==> src/include/port3_mux_defines.svh <==
`ifndef PORT3_MUX_DEFINES_SVH
`define PORT3_MUX_DEFINES_SVH

// ============================================================
// Register offsets (byte addresses)
`define P3_LATCH_OFFSET   12'h000
`define P3_PIN_OFFSET     12'h004
`define P3_CONFIG_OFFSET  12'h008
`define P3_IRQCTL_OFFSET  12'h00C
`define P3_STATUS_OFFSET  12'h010
`define P3_MASK_OFFSET    12'h014
`define P3_PERIPH_OFFSET  12'h018

// ============================================================
// Config register field positions
`define CFG_EXTERNAL_CLOCK_INPUT_EN_BIT   0
`define CFG_PWM_ROUTE_BIT   1
`define CFG_CONVERT_START_INPUT_EN_BIT   2
`define CFG_PULSE_WIDTH_CLOCK_INPUT_SEL_BIT    3
`define CFG_MISO_EN_BIT     4

// ============================================================
// Irq control field positions
`define IRQ_A_EDGE_BIT  0
`define IRQ_A_PRIO_BIT  1
`define IRQ_B_EDGE_BIT  2
`define IRQ_B_PRIO_BIT  3

// ============================================================
// Peripheral state field positions
`define PER_UART_SYNC_BIT   0
`define PER_SPI_MASTER_BIT  1

// ============================================================
// Status bit positions
`define ST_IRQ_A_BIT    0
`define ST_IRQ_B_BIT    1
`define ST_CONVERT_START_INPUT_BIT   2

// ============================================================
// Reset values
`define P3_LATCH_RESET   8'hFF
`define P3_CONFIG_RESET  5'h00
`define P3_IRQCTL_RESET  4'h0
`define P3_MASK_RESET    3'h0
`define P3_PERIPH_RESET  2'h0

`endif

==> src/include/port3_mux_pkg.sv <==
package port3_mux_pkg;

  typedef struct packed {
    logic       uart_tx;
    logic       uart_shift_clk;
    logic       uart_sync_data_out;
    logic       uart_sync_mode;
    logic       spi_miso_out;
    logic       spi_master;
    logic       pulse_width_out_a;
    logic       pulse_width_out_b;
  } periph_out_s;

  typedef struct packed {
    logic       uart_rx;
    logic       external_irq_a;
    logic       external_irq_b;
    logic       timer_a_count_input;
    logic       timer_b_count_input;
    logic       pulse_width_clock_input;
    logic       external_clock_input;
    logic       spi_miso_in;
  } periph_in_s;

  typedef enum logic [1:0] {
    IRQ_IDLE  = 2'b01,
    IRQ_WRITE = 2'b10
  } apb_phase_e;

endpackage

==> src/rtl/port3_alternate_function_mux.sv <==
// Register access over APB and the placing of the registers were chosen for this implementation.
`timescale 1ns/1ps
`include "port3_mux_defines.svh"
// Overview of operation
// - Pins pull up; latch one allows input
// - Pin 0: receive, or sync data line
// - Pin 1: transmit, or sync shift clock
// - Pin 2: irq A, edge/level, two priorities
// - Irq A level gates timer A
// - Pin 3: irq B, gates timer B
// - Pin 3 MISO: master input, slave output
// - PWM outputs to port2 or port3 pair
// - Pin 4: timer A count, PWM clock
// - External clock only when config enables
// - Pin 5: timer B count input
// - Rising convert start edge starts conversion
module port3_alternate_function_mux
  import port3_mux_pkg::*;
(
  input  wire logic        pclk,
  input  wire logic        presetn,
  input  wire logic        psel,
  input  wire logic        penable,
  input  wire logic        pwrite,
  input  wire logic [11:0] paddr,
  input  wire logic [31:0] pwdata,
  output logic [31:0]      prdata,
  output logic             pready,
  output logic             pslverr,
  input  wire logic [7:0]  port3_in,
  output logic [7:0]       port3_out,
  output logic [7:0]       port3_oe,
  output logic             port2_pin_6_out,
  output logic             port2_pin_7_out,
  output logic             port2_pwm_sel,
  input  wire periph_out_s periph_out,
  output periph_in_s       periph_in,
  output logic             external_irq_a_req,
  output logic             external_irq_b_req,
  output logic             external_irq_a_high_prio,
  output logic             external_irq_b_high_prio,
  output logic             timer_a_gate,
  output logic             timer_b_gate,
  output logic             convert_start,
  output logic             irq
);

  // ============================================================
  // Registers and events
  logic [7:0] latch;
  logic [4:0] config_bits;
  logic [3:0] irq_ctl;
  logic [2:0] irq_mask;
  logic [2:0] irq_status;
  logic [2:0] events;
  logic       fall_a;
  logic       fall_b;
  logic       rise_cs;

  port3_apb_regs u_regs (
    .pclk         (pclk),
    .presetn      (presetn),
    .psel         (psel),
    .penable      (penable),
    .pwrite       (pwrite),
    .paddr        (paddr),
    .pwdata       (pwdata),
    .pin_level    (port3_in),
    .events       (events),
    .prdata       (prdata),
    .pready       (pready),
    .pslverr      (pslverr),
    .latch        (latch),
    .config_bits  (config_bits),
    .irq_ctl      (irq_ctl),
    .irq_mask     (irq_mask),
    .irq_status   (irq_status),
    .periph_state ()
  );

  port3_edge_detect u_edge_a (
    .pclk    (pclk),
    .presetn (presetn),
    .level   (port3_in[2]),
    .rise    (),
    .fall    (fall_a)
  );

  port3_edge_detect u_edge_b (
    .pclk    (pclk),
    .presetn (presetn),
    .level   (port3_in[3]),
    .rise    (),
    .fall    (fall_b)
  );

  port3_edge_detect u_edge_cs (
    .pclk    (pclk),
    .presetn (presetn),
    .level   (port3_in[5]),
    .rise    (rise_cs),
    .fall    ()
  );

  logic external_clock_input_en;
  logic pwm_on_p3;
  logic convert_start_input_en;
  logic pulse_width_clock_input_sel;
  logic miso_en;
  logic uart_sync;
  logic spi_master;
  assign external_clock_input_en  = config_bits[`CFG_EXTERNAL_CLOCK_INPUT_EN_BIT];
  assign pwm_on_p3  = config_bits[`CFG_PWM_ROUTE_BIT];
  assign convert_start_input_en  = config_bits[`CFG_CONVERT_START_INPUT_EN_BIT];
  assign pulse_width_clock_input_sel   = config_bits[`CFG_PULSE_WIDTH_CLOCK_INPUT_SEL_BIT];
  assign miso_en    = config_bits[`CFG_MISO_EN_BIT];
  assign uart_sync  = periph_out.uart_sync_mode;
  assign spi_master = periph_out.spi_master;

  // ============================================================
  // Interrupt trigger: edge = falling, level = low
  logic trig_a;
  logic trig_b;
  assign trig_a = irq_ctl[`IRQ_A_EDGE_BIT] ? fall_a : ~port3_in[2];
  assign trig_b = irq_ctl[`IRQ_B_EDGE_BIT] ? fall_b : ~port3_in[3];
  assign events = {rise_cs & convert_start_input_en, trig_b, trig_a};

  // ============================================================
  // Alternate output selection per pin
  logic [7:0] alt_out;

  // Pins with no alternate output keep a one, so the latch alone decides
  always_comb
  begin
    alt_out = 8'hFF;
    if (uart_sync)
    begin
      alt_out[0] = periph_out.uart_sync_data_out;
      alt_out[1] = periph_out.uart_shift_clk;
    end
    else
      alt_out[1] = periph_out.uart_tx;
    if (pwm_on_p3)
    begin
      alt_out[3] = periph_out.pulse_width_out_b;
      alt_out[4] = periph_out.pulse_width_out_a;
    end
    else if (miso_en & ~spi_master)
      alt_out[3] = periph_out.spi_miso_out;
    // External clock owns pin 4 as input; no PWM drive, the latch alone decides
    if (external_clock_input_en)
      alt_out[4] = 1'b1;
  end

  // ============================================================
  // Quasi-bidirectional drive: strong low only, pull-up for high.
  // Output enable marks the strong low; a one relies on the pull-up.
  logic [7:0] pin_value;
  assign pin_value = latch & alt_out;
  assign port3_out = 8'h00;
  assign port3_oe  = ~pin_value;

  assign port2_pin_6_out = periph_out.pulse_width_out_a;
  assign port2_pin_7_out = periph_out.pulse_width_out_b;
  assign port2_pwm_sel   = ~pwm_on_p3;

  // ============================================================
  // Inputs to peripherals
  always_comb
  begin
    periph_in.uart_rx             = port3_in[0];
    periph_in.external_irq_a      = port3_in[2];
    periph_in.external_irq_b      = port3_in[3];
    periph_in.spi_miso_in         = spi_master & miso_en
                                    & port3_in[3];
    periph_in.timer_a_count_input = port3_in[4];
    periph_in.pulse_width_clock_input = pulse_width_clock_input_sel
                                    & port3_in[4];
    periph_in.external_clock_input = external_clock_input_en
                                    & port3_in[4];
    periph_in.timer_b_count_input = port3_in[5];
  end

  // Gate is the raw pin level, high enables counting
  assign timer_a_gate = port3_in[2];
  assign timer_b_gate = port3_in[3];

  assign external_irq_a_req       = trig_a;
  assign external_irq_b_req       = trig_b;
  assign external_irq_a_high_prio = irq_ctl[`IRQ_A_PRIO_BIT];
  assign external_irq_b_high_prio = irq_ctl[`IRQ_B_PRIO_BIT];

  // One-cycle pulse on a qualified rising edge
  assign convert_start = rise_cs & convert_start_input_en;

  assign irq = |(irq_status & irq_mask);

endmodule

==> src/rtl/port3_edge_detect.sv <==
`timescale 1ns/1ps
module port3_edge_detect
  import port3_mux_pkg::*;
(
  input  wire logic pclk,
  input  wire logic presetn,
  input  wire logic level,
  output logic      rise,
  output logic      fall
);

  typedef struct packed {
    logic prev;
  } edge_state_s;

  edge_state_s state;
  edge_state_s next_state;

  always_comb
  begin
    next_state      = state;
    next_state.prev = level;
  end

  always_ff @(posedge pclk or negedge presetn)
  begin
    if (!presetn)
      state <= '{prev: 1'b1};
    else
      state <= next_state;
  end

  // Reset value of one matches the pull-up idle level
  assign rise = level & ~state.prev;
  assign fall = ~level & state.prev;

endmodule

==> src/rtl/port3_apb_regs.sv <==
`timescale 1ns/1ps
`include "port3_mux_defines.svh"
module port3_apb_regs
  import port3_mux_pkg::*;
(
  input  wire logic        pclk,
  input  wire logic        presetn,
  input  wire logic        psel,
  input  wire logic        penable,
  input  wire logic        pwrite,
  input  wire logic [11:0] paddr,
  input  wire logic [31:0] pwdata,
  input  wire logic [7:0]  pin_level,
  input  wire logic [2:0]  events,
  output logic [31:0]      prdata,
  output logic             pready,
  output logic             pslverr,
  output logic [7:0]       latch,
  output logic [4:0]       config_bits,
  output logic [3:0]       irq_ctl,
  output logic [2:0]       irq_mask,
  output logic [2:0]       irq_status,
  output logic [1:0]       periph_state
);

  typedef struct packed {
    logic [7:0]  latch;
    logic [4:0]  cfg;
    logic [3:0]  irqctl;
    logic [2:0]  mask;
    logic [2:0]  status;
    logic [1:0]  periph;
    logic [31:0] rdata;
    logic        err;
  } reg_state_s;

  reg_state_s state;
  reg_state_s next_state;

  function automatic logic is_mapped(input logic [11:0] a);
    is_mapped = (a == `P3_LATCH_OFFSET)  || (a == `P3_PIN_OFFSET)   ||
                (a == `P3_CONFIG_OFFSET) || (a == `P3_IRQCTL_OFFSET) ||
                (a == `P3_STATUS_OFFSET) || (a == `P3_MASK_OFFSET)  ||
                (a == `P3_PERIPH_OFFSET);
  endfunction

  logic setup;
  logic wr;
  logic rd;
  assign setup = psel & ~penable;
  assign wr    = setup & pwrite & is_mapped(paddr);
  assign rd    = setup & ~pwrite;

  // ============================================================
  // Register update, data captured in setup, answered in access
  always_comb
  begin
    next_state     = state;
    next_state.err = 1'b0;
    if (setup)
    begin
      next_state.err   = ~is_mapped(paddr);
      next_state.rdata = 32'h0000_0000;
    end
    if (wr)
    begin
      unique case (paddr)
        `P3_LATCH_OFFSET:  next_state.latch  = pwdata[7:0];
        `P3_CONFIG_OFFSET: next_state.cfg    = pwdata[4:0];
        `P3_IRQCTL_OFFSET: next_state.irqctl = pwdata[3:0];
        `P3_MASK_OFFSET:   next_state.mask   = pwdata[2:0];
        `P3_PERIPH_OFFSET: next_state.periph = pwdata[1:0];
        default:           next_state.latch  = state.latch;
      endcase
    end
    if (rd)
    begin
      unique case (paddr)
        `P3_LATCH_OFFSET:  next_state.rdata = {24'h0, state.latch};
        `P3_PIN_OFFSET:    next_state.rdata = {24'h0, pin_level};
        `P3_CONFIG_OFFSET: next_state.rdata = {27'h0, state.cfg};
        `P3_IRQCTL_OFFSET: next_state.rdata = {28'h0, state.irqctl};
        `P3_STATUS_OFFSET: next_state.rdata = {29'h0, state.status};
        `P3_MASK_OFFSET:   next_state.rdata = {29'h0, state.mask};
        `P3_PERIPH_OFFSET: next_state.rdata = {30'h0, state.periph};
        default:           next_state.rdata = 32'h0000_0000;
      endcase
      // Read clears status; a same-cycle event still sets it below
      if (paddr == `P3_STATUS_OFFSET)
        next_state.status = 3'h0;
    end
    next_state.status = next_state.status | events;
  end

  always_ff @(posedge pclk or negedge presetn)
  begin
    if (!presetn)
    begin
      state        <= '0;
      state.latch  <= `P3_LATCH_RESET;
      state.cfg    <= `P3_CONFIG_RESET;
      state.irqctl <= `P3_IRQCTL_RESET;
      state.mask   <= `P3_MASK_RESET;
      state.periph <= `P3_PERIPH_RESET;
    end
    else
      state <= next_state;
  end

  assign prdata       = state.rdata;
  assign pready       = psel & penable;
  assign pslverr      = psel & penable & state.err;
  assign latch        = state.latch;
  assign config_bits  = state.cfg;
  assign irq_ctl      = state.irqctl;
  assign irq_mask     = state.mask;
  assign irq_status   = state.status;
  assign periph_state = state.periph;

endmodule

==> config.mk <==
export PLATFORM = sky130hd
export DESIGN_NAME = port3_alternate_function_mux
export DESIGN_NICKNAME = d
export VERILOG_FILES = /design/src/include/port3_mux_pkg.sv /design/src/rtl/port3_alternate_function_mux.sv /design/src/rtl/port3_edge_detect.sv /design/src/rtl/port3_apb_regs.sv
export VERILOG_INCLUDE_DIRS = /design/src /design/src/include
export SDC_FILE = /design/constraint.sdc
export NUM_CORES = 1
export LEC_CHECK = 0
export BUFFER_PORTS_ARGS = -buffer_cell sky130_fd_sc_hd__buf_2
export CAP_MARGIN = 20
export CORE_MARGIN = 2
export CORE_UTILIZATION = 40
export CTS_CLUSTER_SIZE = 28
export DETAILED_ROUTE_END_ITERATION = 7
export GPL_ROUTABILITY_DRIVEN = 0
export PLACE_DENSITY = 0.76
export REMOVE_ABC_BUFFERS = 1
export SLEW_MARGIN = 20
export SYNTH_ARGS = -nofsm -noshare
export SYNTH_HDL_FRONTEND = slang
export SYNTH_SLANG_ARGS = --single-unit
==> constraint.sdc <==
create_clock -name pclk -period 1.22 [get_ports pclk]
set_input_delay 0.244 -clock pclk [delete_from_list [all_inputs] [get_ports pclk]]
set_output_delay 0.244 -clock pclk [all_outputs]
set_load 0.01 [all_outputs]
Yosys cells after proc, flatten, opt, wreduce, memory -nomap -nowiden --
Index checks and enable logic that the tools add are counted. W data, S select, Z words.
Word-level totals: output and inout port bits 69, bits in registers 61, bits of input ports 65, word-level logic and storage cells 71
Cells by class: bitwise gates (word level) 27, reduce and logical (&&, ||, !) cells 14, muxes and demuxes 13, equal/unequal tests 6
Operators with widths (count):
- $pmux W8 S7 | 1
- $eq A12 B5 Y1 const B | 3
- $mux W33 | 1
- $mux W32 | 1
- $eq A12 B4 Y1 const B | 2
- $and A1 B1 Y1 | 15
- $eq A12 B3 Y1 const B | 1
- $logic_not A12 Y1 | 1
- $reduce_and A2 Y1 | 5
- $and A8 B8 Y8 | 1
- $mux W1 | 8
- $not A1 Y1 | 8
- $not A8 Y8 | 1
- $logic_or A1 B1 Y1 | 6
- $mux W3 | 2
- $and A3 B3 Y3 | 1
- $or A3 B3 Y3 | 1
- $reduce_or A3 Y1 | 1
- $reduce_bool A2 Y1 | 1

Depth between registers and ports, before layout --
Gate-level depths: netlist of run 1.
word-level depth 10, gate-level depth with buffers 6, depth with buffers taken out 4

Cells and area by module --
Synthesis of run 1 repeated with hierarchy kept, for this count alone.
Unflattened totals: cell total of the unflattened synthesis 244, area, all modules 2491.1 sq um
Modules (own cells, without submodules):
- port3_apb_regs | sequential area each 860.8 sq um, cells each 195, instances 1, area each 2107.0 sq um
- port3_alternate_function_mux | sequential area each 0.0 sq um, cells each 40, instances 1, area each 260.2 sq um
- port3_edge_detect | sequential area each 26.3 sq um, cells each 3, instances 3, area each 41.3 sq um

Worst setup path after synthesis of run 1 --
OpenSTA, ideal clock, no wires.
path type in2reg, start point in paddr[4], end point reg, netlist name u_regs.latch[0], data arrival time 1495 ps, buffers on the path 2, setup time 82 ps, setup slack -358 ps, cell stages on the path 5, path through buf_4 -> nor3_1 -> and4_4 -> buf_12 -> mux2_4
Between the ends: word-level cells in the longest chain between the ends 9, elaborated cells between the ends (all ways) 15
Ends and longest elaborated chain:
- from (decl) | line port3_alternate_function_mux.sv:25 | input wire logic [11:0] paddr,
- $eq A12 B3 Y1 (no source line) / $logic_not A12 Y1 (equally long branches)
- $logic_or A1 B1 Y1 (6 in a row) | line port3_apb_regs.sv:41 | is_mapped = (a == `P3_LATCH_OFFSET) || (a == `P3_PIN_OFFSET) ||
- $and A1 B1 Y1 | line port3_apb_regs.sv:51 | assign wr = setup & pwrite & is_mapped(paddr);
- $reduce_and A2 Y1 (no source line) (*)
Every way passes the cells marked *; elsewhere a longest branch is shown, timed or not. A chain may end at the register's enable or synchronous reset.

Final worst setup path of run 1 --
start point in paddr[8], end point reg u_regs.state (netlist bit u_regs.config_bits[4])
Between the ends: word-level cells in the longest chain between the ends 9, elaborated cells between the ends (all ways) 15
Ends and longest elaborated chain:
- $eq A12 B3 Y1 (no source line) / $logic_not A12 Y1 (equally long branches)
- $logic_or A1 B1 Y1 (6 in a row) | line port3_apb_regs.sv:41
- $and A1 B1 Y1 | line port3_apb_regs.sv:51
- $reduce_and A2 Y1 (no source line) (*)
- to (signal assigned) | line port3_apb_regs.sv:107 | state <= next_state;
- to (decl) | line port3_apb_regs.sv:37 | reg_state_s state;
Marks and branches as above.

==> results.ini, run 1 <==
[outcome]
status=finished, violations left
failed_checks=setup timing

[synth]
yosysMostFrequentCell=buf_4
seq_area_frac_synth_pct=39.26
synthCells=221
avgSynthCellArea_um2=10.83
syn-cell-area_um2=2394
ys_ff_latch=37
yosysWarnings=0
synth-async-reset-ratio_pct=100.0
synthTopCellsByCount=buf_4 (51), dfrtp_1 (26), dfstp_2 (11), mux2_1 (11), mux2_4 (11)
synth_top_area_share_pct=27.18
ys.flop_type=dfrtp_1
synth_area_leader_cell=dfrtp_1
ys_types=47
synth_edf_count=0
ys_top_cells_by_area=dfrtp_1 (27%), buf_4 (16%), dfstp_2 (12%), mux2_4 (6.9%), mux2_1 (5.2%)

[clock_network]
cts_tree=done
clkSinkCount=37
ctsLongestPathBuffers=2
clk_pin_slew_ns=0.07
cts_root_buf=clkbuf_8
clk_latency_ns=0.30
cts_buffers=5
htree_levels=2

[pwr]
p_sw_w=0.0006731
seq_power_share_pct=48.8
ir_drop_mv=0.4258
power_frac_clock_pct=35.3
power.density_nw_per_um2=774.9
power.leakage_nw=1.652
sw_frac_of_total_pct=26.48
intPower_w=0.001869
p_comb_share_pct=15.8

[placement]
io_buffers=77
hpwl_um=4769
placed_cells=374

[timing]
hold_violations=0
drv_slew=0
min_period_ns=1.484
rsz0062_at_grt=yes
worst_slack_ns=-0.2635
timing.final.crit_share_pct=121.6
setup_viol=46
max_freq_ghz=0.6741
whs_ns=0.07729
skew_ns=0.005629

[setup_path]
critical_path.endpoint_type=register
slowest_stage=nor4_4
path_cells=buf_6 > nor4_4 > and4_1 > and3_4 > mux2_4
rrSetupSlack_ns=-0.22
cp.arrival_ns=1.67
crit_fanout=5
critical_path_class=input pin to register
worstSetupStartpointType=input pin
slowest_delay_ns=0.42
critPathRequiredTime_ns=1.40

[drt]
wl_per_cell_um=16.84
drcViolationCount=0
drt_pass1_iterations=4
route.vias.total=2082
ant_nets=0
drt_iter0_markers=202
wl_um=6838
viasPerCell=5.128

[final_layout]
syn2layout_area_growth_pct=37.06
nNetsFinal=395
finalNonFillerCells=406
num_antenna_cells=0
drive_gt1_share_pct=61.93

[grt]
antenna_found_initial=0
grt_start_max_net_pins=38
overflow=0
grt_usage_pct=19.85
grt_pass1_wl_um=9701
grt_pass1_vias=1979

[floorplan]
die_y_um=81.36
core_area_um2=5851
dieWidth_um=81.36
die-area_um2=6619
ios=134
start_util_pct=40.91
num_rows=28

[min_path]
worstHoldPathType=input pin to register

[job]
maxCapViolCount=0

## sequential cells by signal (all words and copies together) (netlist names), 2 cells and up
name	flops
u_regs.irq_status	3
u_regs.config_bits	5
u_regs.prdata	8
u_regs.latch	8
u_regs.periph_state	2
u_regs.irq_ctl	4
u_regs.irq_mask	3
## layout by cell type (no fill, tap or decap), types with 3 or more instances in the layout
cell | netlist | routed
a21o_1 | 3 | 3
a21oi_1 | 9 | 6
a21oi_2 | 0 | 3
a22o_1 | 4 | 4
and2_1 | 6 | 3
and2_4 | 0 | 3
and3_1 | 5 | 4
buf_2 | 1 | 66
buf_4 | 51 | 44
buf_6 | 1 | 14
clkbuf_8 | 0 | 6
conb_1 | 1 | 32
dfrtp_1 | 26 | 26
dfstp_2 | 11 | 11
inv_1 | 10 | 4
inv_2 | 0 | 6
mux2_2 | 5 | 5
mux2_4 | 11 | 22
nand2_1 | 6 | 6
nand3_1 | 5 | 3
nor2_1 | 6 | 4
o21ai_1 | 0 | 3
o31ai_1 | 4 | 3
## kinds of logic after synthesis
kind of cell | share of synthesized area, %
AOI/OAI and AO/OA | 10.92
and+or+nand+nor | 13.75
other | 0.1567
buffers and inverters | 19.55
DFF | 39.26
muxes | 16.36
## per-stage QoR
| stage | worst slack [ns] | total power, W | util (%) | setup TNS [ns] | cell area (µm²) |
|---|---|---|---|---|---|
| 2_1_floorplan | -0.3397 | 0.001373 | - | -6.929 | 2079 |
| 3_3_place_gp | -0.5034 | 0.001606 | 47.41 | -14.23 | 2774 |
| 3_5_place_dp | -0.5877 | 0.001615 | 47.41 | -16.02 | 2774 |
| 4_1_cts | -0.2384 | 0.002529 | 53.87 | -5.055 | 3152 |
| 5_1_grt | -0.2986 | 0.002662 | 56.07 | -8.075 | 3281 |
| 6_report | -0.2635 | 0.002542 | 56.07 | -6.494 | 3281 |
## power groups by stage
stage | Clock [W] | Sequential (W) | Combinational (W)
final | 0.000898 | 0.00124 | 0.000402
after floorplan | 0 | 0.00126 | 0.000110
after global routing | 0.000985 | 0.00124 | 0.000436
after global placement | 0 | 0.00126 | 0.000343
after CTS | 0.000907 | 0.00124 | 0.000380
after detailed placement | 0 | 0.00126 | 0.000351
## what timing repair did
action                     in CTS  in global routing
hold buffers                    1                  0
buffers inserted               16                 10
pin swaps                      21                 17
hold endpoints to repair       26                  0
gates resized for setup        45                 22
setup endpoints to repair      47                 48
## path summary, 6_finish.rpt
check / startpoint / end / cells past startpoint
worst max-delay path: paddr[8] / u_regs.config_bits[4]$_DFFE_PN0P_ / 5
worst min-delay path: port3_in[5] / u_edge_cs.state$_DFF_PN1_ / 1
worst max register to register: u_regs.irq_status[1]$_DFF_PN0_ / u_regs.prdata[1]$_DFFE_PN0P_ / 5
worst min register to register: u_regs.prdata[5]$_DFFE_PN0P_ / u_regs.prdata[5]$_DFFE_PN0P_ / 2
max in group asynchronous: presetn / u_regs.latch[5]$_DFFE_PN1P_ / 3
min in group asynchronous: presetn / u_regs.irq_status[1]$_DFF_PN0_ / 3
## routing by layer
metal  up-vias  global-route usage (%)  routed length [µm]
met5         -                       0                   0
met4         0                   7.458                 130
li1        925                       -                   -
met3        16                   4.222                 492
met2       133                   33.03                3376
met1      1008                   25.23                2838
## critical path, delay by kind of cell
family / cells / cell delay, ns
simple gates: 3 / 1.01
mux: 1 / 0.31
buf+inv: 1 / 0.10
## layout make-up
class / count / area, µm²
clock buffer: 8 / 90.09
fill: 516 / 2570
inverter: 10 / 37.54
multi-input combinational: 148 / 1249
sequential: 37 / 939.7
tap: 75 / 93.84
timing repair buffer: 128 / 870.8
Note: power is estimated with default switching activity, not from simulation.
==> run 2: changes to the inputs <==
- CORE_UTILIZATION: 40 -> 42
- CTS_BUF_LIST: not set -> sky130_fd_sc_hd__clkbuf_4 sky130_fd_sc_hd__clkbuf_8
- PLACE_DENSITY: 0.76 -> 0.8
==> results.ini, run 2 (synthesized netlist as in run 1, its figures left out) <==
[outcome]
failed_checks=setup timing
status=finished, violations left

[drt]
drt_pass1_iterations=5  ; +1
ant_nets=0  ; unchanged
wl_per_cell_um=17.06  ; +1.3%
route.vias.total=2152  ; +3.4%
wl_um=7027  ; +2.8%
viasPerCell=5.223  ; +1.9%
drt_iter0_markers=161  ; -20%
drcViolationCount=0  ; unchanged

[final_layout]
syn2layout_area_growth_pct=43.86
finalNonFillerCells=412  ; +1.5%
num_antenna_cells=0  ; unchanged
fin_area_um2=3443  ; +5.0%
drive_gt1_share_pct=64.41  ; +2.5 points
final_common_cell=buf_2
fin_util_pct=62.53  ; +6.5 points
nNetsFinal=404  ; +2.3%
final_cell_mix=buf_2 (63), buf_4 (54), conb_1 (32), dfrtp_1 (26), mux2_4 (22)

[pwr]
power_frac_clock_pct=35.7  ; +0.4 points
seq_power_share_pct=47.1  ; -1.7 points
ir_drop_mv=0.3636  ; -15%
power.leakage_nw=1.726  ; +4.5%
p_sw_w=0.0006866  ; +2.0%
power.density_nw_per_um2=766.4  ; -1.1%
intPower_w=0.001952  ; +4.5%
sw_frac_of_total_pct=26.02  ; -0.46 points
p_comb_share_pct=17.2  ; +1.4 points

[timing]
drv_slew=0  ; unchanged
max_freq_ghz=0.6725  ; -0.23%
worst_slack_ns=-0.2669  ; -0.003404 ns
rsz0062_at_grt=yes
timing.final.crit_share_pct=121.9  ; +0.28 points
skew_ns=0.01124  ; +0.005607 ns
hold_violations=0  ; unchanged
setup_viol=43  ; -6.5%
min_period_ns=1.487  ; +0.003404 ns

[clock_network]
cts_tree=done
htree_levels=2  ; unchanged
cts_buffers=5  ; unchanged
cts_root_buf=clkbuf_8
clk_pin_slew_ns=0.07  ; about the same
clk_latency_ns=0.29  ; about the same
clkSinkCount=37  ; unchanged
ctsLongestPathBuffers=2  ; unchanged

[setup_path]
crit_end=irq
path_cells=a222oi_1 > inv_1 > buf_2
rrSetupSlack_ns=-0.23  ; about the same
cp.arrival_ns=1.24  ; -0.43 ns
ff2ff_path_depth=5  ; unchanged
r2r-end=u_regs.prdata[1]$_DFFE_PN0P_
r2r_start=u_regs.irq_status[1]$_DFF_PN0_
critPathRequiredTime_ns=0.98  ; -0.42 ns
worstSetupStartpointType=register
critical_path.endpoint_type=output pin
slowest_stage=dfrtp_1
crit_fanout=2  ; -3
slowest_delay_ns=0.38  ; -0.04 ns
critPathLaunch=u_regs.irq_status[1]$_DFF_PN0_
critical_path_class=register to output pin

[grt]
grt_start_max_net_pins=19  ; -50%
grt_pass1_vias=2152  ; +8.7%
antenna_found_initial=0  ; unchanged
grt_pass1_wl_um=10320  ; +6.4%
grt_usage_pct=21.31  ; +1.5 points
overflow=0  ; unchanged

[floorplan]
start_util_pct=43.47  ; +2.6 points
num_rows=27  ; -3.6%
dieWidth_um=79.49  ; -2.3%
ios=134  ; unchanged
die-area_um2=6319  ; -4.5%
core_area_um2=5507  ; -5.9%
die_y_um=79.49  ; -2.3%

[min_path]
min-delay-start=port3_in[5]
worstHoldPathType=input pin to register

[job]
maxCapViolCount=0  ; unchanged

[placement]
place_area_um2=2770  ; -0.14%
placed_cells=371  ; -0.80%
hpwl_um=4539  ; -4.8%
io_buffers=77  ; unchanged

## run 2: changes by cell type in the layout (fill, tap and decap cells not counted), sizes merged
cell / change
clkbuf: -2
clkinv: +1
buf: +10
## run 2: how the worst min path moves through the flow
stage,end,slack (ns),cells past startpoint
final,u_edge_cs.state$_DFF_PN1_,0.07,1
after global routing,u_edge_cs.state$_DFF_PN1_,0.07,1
after CTS,u_edge_cs.state$_DFF_PN1_,0.07,1
after detailed placement,u_regs.irq_status[0]$_DFF_PN0_,0.18,1
after global placement,u_regs.irq_status[0]$_DFF_PN0_,0.17,1
after floorplan,u_regs.config_bits[0]$_DFFE_PN0P_,-0.05,0
## run 2: power by group through the flow
| stage | Combinational [W] | Sequential (W) | Clock (W) |
|---|---|---|---|
| 4_1_cts | 0.000418 | 0.00124 | 0.000957 |
| 2_1_floorplan | 0.000110 | 0.00126 | 0 |
| 5_1_grt | 0.000488 | 0.00124 | 0.00101 |
| 3_5_place_dp | 0.000348 | 0.00126 | 0 |
| 6_report | 0.000454 | 0.00124 | 0.000943 |
| 3_3_place_gp | 0.000342 | 0.00126 | 0 |
## run 2: metal layers
layer / vias to the layer above / global-route usage (%) / wire, µm
met4: 0 / 8.966 / 214
met1: 1043 / 25.07 / 2666
li1: 947 / - / -
met5: - / 0 / 0
met2: 141 / 36.30 / 3525
met3: 21 / 5.995 / 621
## run 2: timing repair
item | CTS | global route
setup buffers | 27 | 7
hold buffers | 1 | 0
setup endpoints to repair | 47 | 50
endpoints found under the hold margin | 11 | 0
pin swaps | 30 | 14
gates resized for setup | 62 | 22
## run 2: area by class of cell
cell class	count	area, µm²
Timing Repair Buffer	137	964.7
Inverter	10	37.54
Clock buffer	7	96.34
Tap cell	72	90.09
Fill cell	430	2063
Multi-Input combinational cell	148	1310
Clock inverter	1	5.005
Sequential cell	37	939.7
## run 2: worst max-delay path, delay by kind of cell (launching register included)
family	cells	cell delay, ns
flip-flops	1	0.38
AO/OA/AOI/OAI	1	0.35
buffers and inverters	2	0.22
## run 2: per-stage QoR
step | hold slack [ns] | power, W | worst slack (ns) | setup TNS (ns)
after floorplan | -0.05159 | 0.001373 | -0.3397 | -6.929
after detailed placement | 0.1784 | 0.001611 | -0.5627 | -15.11
after CTS | 0.06592 | 0.002617 | -0.2467 | -3.649
after global routing | 0.06908 | 0.002742 | -0.2943 | -6.556
after global placement | 0.1686 | 0.001605 | -0.5595 | -15.07
final | 0.07059 | 0.002639 | -0.2669 | -5.638
==> run 3: changes to the inputs <==
- CORE_MARGIN: 2 -> not set
- GPL_TIMING_DRIVEN: not set -> 1
==> results.ini, run 3 (synthesized netlist as in run 1, its figures left out) <==
[setup_path]
cp.arrival_ns=1.28  ; +0.04 ns
slowest_delay_ns=0.40  ; +0.02 ns
critPathLaunch=u_regs.irq_status[1]$_DFF_PN0_
critical_path.endpoint_type=output pin
crit_family=flip-flops
path_cells=a222oi_1 > inv_1 > buf_2
critical_path_class=register to output pin
crit_buf_inv=2  ; unchanged
critPathRequiredTime_ns=0.98  ; about the same
r2r_start=u_regs.irq_status[1]$_DFF_PN0_
crit_fanout=2  ; unchanged
slowest_stage=dfrtp_1
worstSetupStartpointType=register

[drt]
highest_layer=met4
drcViolationCount=0  ; unchanged
wl_um=6273  ; -11%
drt_iter0_markers=104  ; -35%
wl_met1_um=2549  ; -4.4%
dr_wl_met3_um=411  ; -34%
ant_nets=0  ; unchanged
route.vias.total=2029  ; -5.7%
drt_pass1_iterations=4  ; -1
dr_wl_met2_um=3169  ; -10%
viasPerCell=5.060  ; -3.1%
wl_per_cell_um=15.64  ; -8.3%

[clock_network]
ctsLongestPathBuffers=2  ; unchanged
cts_tree=done
clk_latency_ns=0.29  ; about the same
htree_levels=2  ; unchanged
cts_buffers=5  ; unchanged
clkSinkCount=37  ; unchanged
cts_root_buf=clkbuf_8
clk_pin_slew_ns=0.07  ; about the same

[grt]
grt_pass1_vias=2008  ; -6.7%
grt_usage_pct=21.47  ; +0.16 points
grt_start_max_net_pins=38  ; +19
grt_pass1_wl_um=9873  ; -4.3%
overflow=0  ; unchanged
antenna_found_initial=0  ; unchanged

[floorplan]
die-area_um2=6005  ; -5.0%
ios=134  ; unchanged
dieWidth_um=77.49  ; -2.5%
core_area_um2=5507  ; unchanged
start_util_pct=43.47  ; unchanged
die_y_um=77.49  ; -2.5%
num_rows=27  ; unchanged

[pwr]
sw_frac_of_total_pct=25.42  ; -0.59 points
power_frac_clock_pct=35.4  ; -0.3 points
power.density_nw_per_um2=765.9  ; about the same
power.leakage_nw=1.673  ; -3.1%
p_comb_share_pct=16.7  ; -0.5 points
intPower_w=0.001938  ; -0.73%
power_w=0.002599  ; -1.5%
p_sw_w=0.0006607  ; -3.8%
ir_drop_mv=0.4911  ; +35%
seq_power_share_pct=47.8  ; +0.7 points

[placement]
io_buffers=77  ; unchanged
dp_slack_ns=-0.5962  ; -0.03354 ns
hpwl_um=4487  ; -1.2%

[final_layout]
final_common_cell=buf_2
syn2layout_area_growth_pct=41.77
register_area_um2=939.7  ; unchanged
final_cell_mix=buf_2 (61), buf_4 (40), conb_1 (32), dfrtp_1 (26), mux2_4 (22)
multi_input_area_um2=1314  ; +0.29%
drive_gt1_share_pct=64.13  ; -0.28 points
num_antenna_cells=0  ; unchanged
nNetsFinal=393  ; -2.7%
n_fill_cell=441  ; +2.6%

[timing]
max_freq_ghz=0.6549  ; -2.6%
timing.final.crit_share_pct=125.2  ; +3.3 points
rsz0062_at_grt=yes
drv_slew=0  ; unchanged
skew_ns=0.007615  ; -0.003621 ns
worst_slack_ns=-0.3070  ; -0.04004 ns
min_period_ns=1.527  ; +0.04004 ns
hold_violations=0  ; unchanged
setup_viol=39  ; -9.3%

[outcome]
failed_checks=setup timing
status=finished, violations left

[min_path]
min-delay-start=port3_in[5]
worstHoldPathType=input pin to register

[job]
maxCapViolCount=0  ; unchanged

## run 3: repair_timing
action | CTS | global route
setup buffers | 15 | 8
pin swaps | 26 | 23
endpoints found under the setup margin | 47 | 48
gates resized for setup | 55 | 37
endpoints found under the hold margin | 26 | 0
hold buffers | 1 | 0
## run 3: path summary, 6_finish.rpt
kind / to / slack [ns] / depth (start not counted)
setup / recovery: irq / -0.31 / 3
hold / removal: u_edge_cs.state$_DFF_PN1_ / 0.08 / 1
setup reg to reg: u_regs.prdata[1]$_DFFE_PN0P_ / -0.18 / 5
hold reg to reg: u_regs.prdata[3]$_DFFE_PN0P_ / 0.50 / 2
max in group asynchronous: u_edge_b.state$_DFF_PN1_ / 0.52 / 3
min in group asynchronous: u_regs.prdata[0]$_DFFE_PN0P_ / 0.44 / 3
## run 3: area by class of cell
| type | instances | share of cell area, % |
|---|---|---|
| multi-input combinational | 148 | 38.72 |
| sequential | 37 | 27.69 |
| tap | 72 | 2.655 |
| clock buffer | 8 | 2.876 |
| timing repair buffer | 126 | 26.95 |
| inverter | 10 | 1.106 |
## run 3: power groups by stage
stage                     Sequential (W)  Combinational (W)  Clock [W]
after floorplan                  0.00126           0.000110          0
after global placement           0.00126           0.000345          0
after detailed placement         0.00126           0.000351          0
after CTS                        0.00124           0.000395   0.000948
after global routing             0.00124           0.000467   0.000998
final                            0.00124           0.000435   0.000921
## run 3: metal layers
layer | vias up | global-route usage (%)
li1 | 926 | -
met1 | 984 | 26.82
met2 | 107 | 37.52
met3 | 12 | 3.765
met4 | 0 | 6.604
met5 | - | 0
## run 3: metrics by stage
step / instances / util [%] / cell area (µm²) / hold slack [ns] / TNS [ns]
after CTS: 396 / 58.15 / 3202 / 0.06521 / -3.774
after floorplan: 195 / - / 2079 / -0.05159 / -6.929
after global placement: 373 / 50.58 / 2785 / 0.2202 / -14.44
after detailed placement: 373 / 50.58 / 2785 / 0.2240 / -15.04
final: 401 / 61.62 / 3393 / 0.07658 / -4.556
after global routing: 401 / 61.62 / 3393 / 0.06624 / -6.319
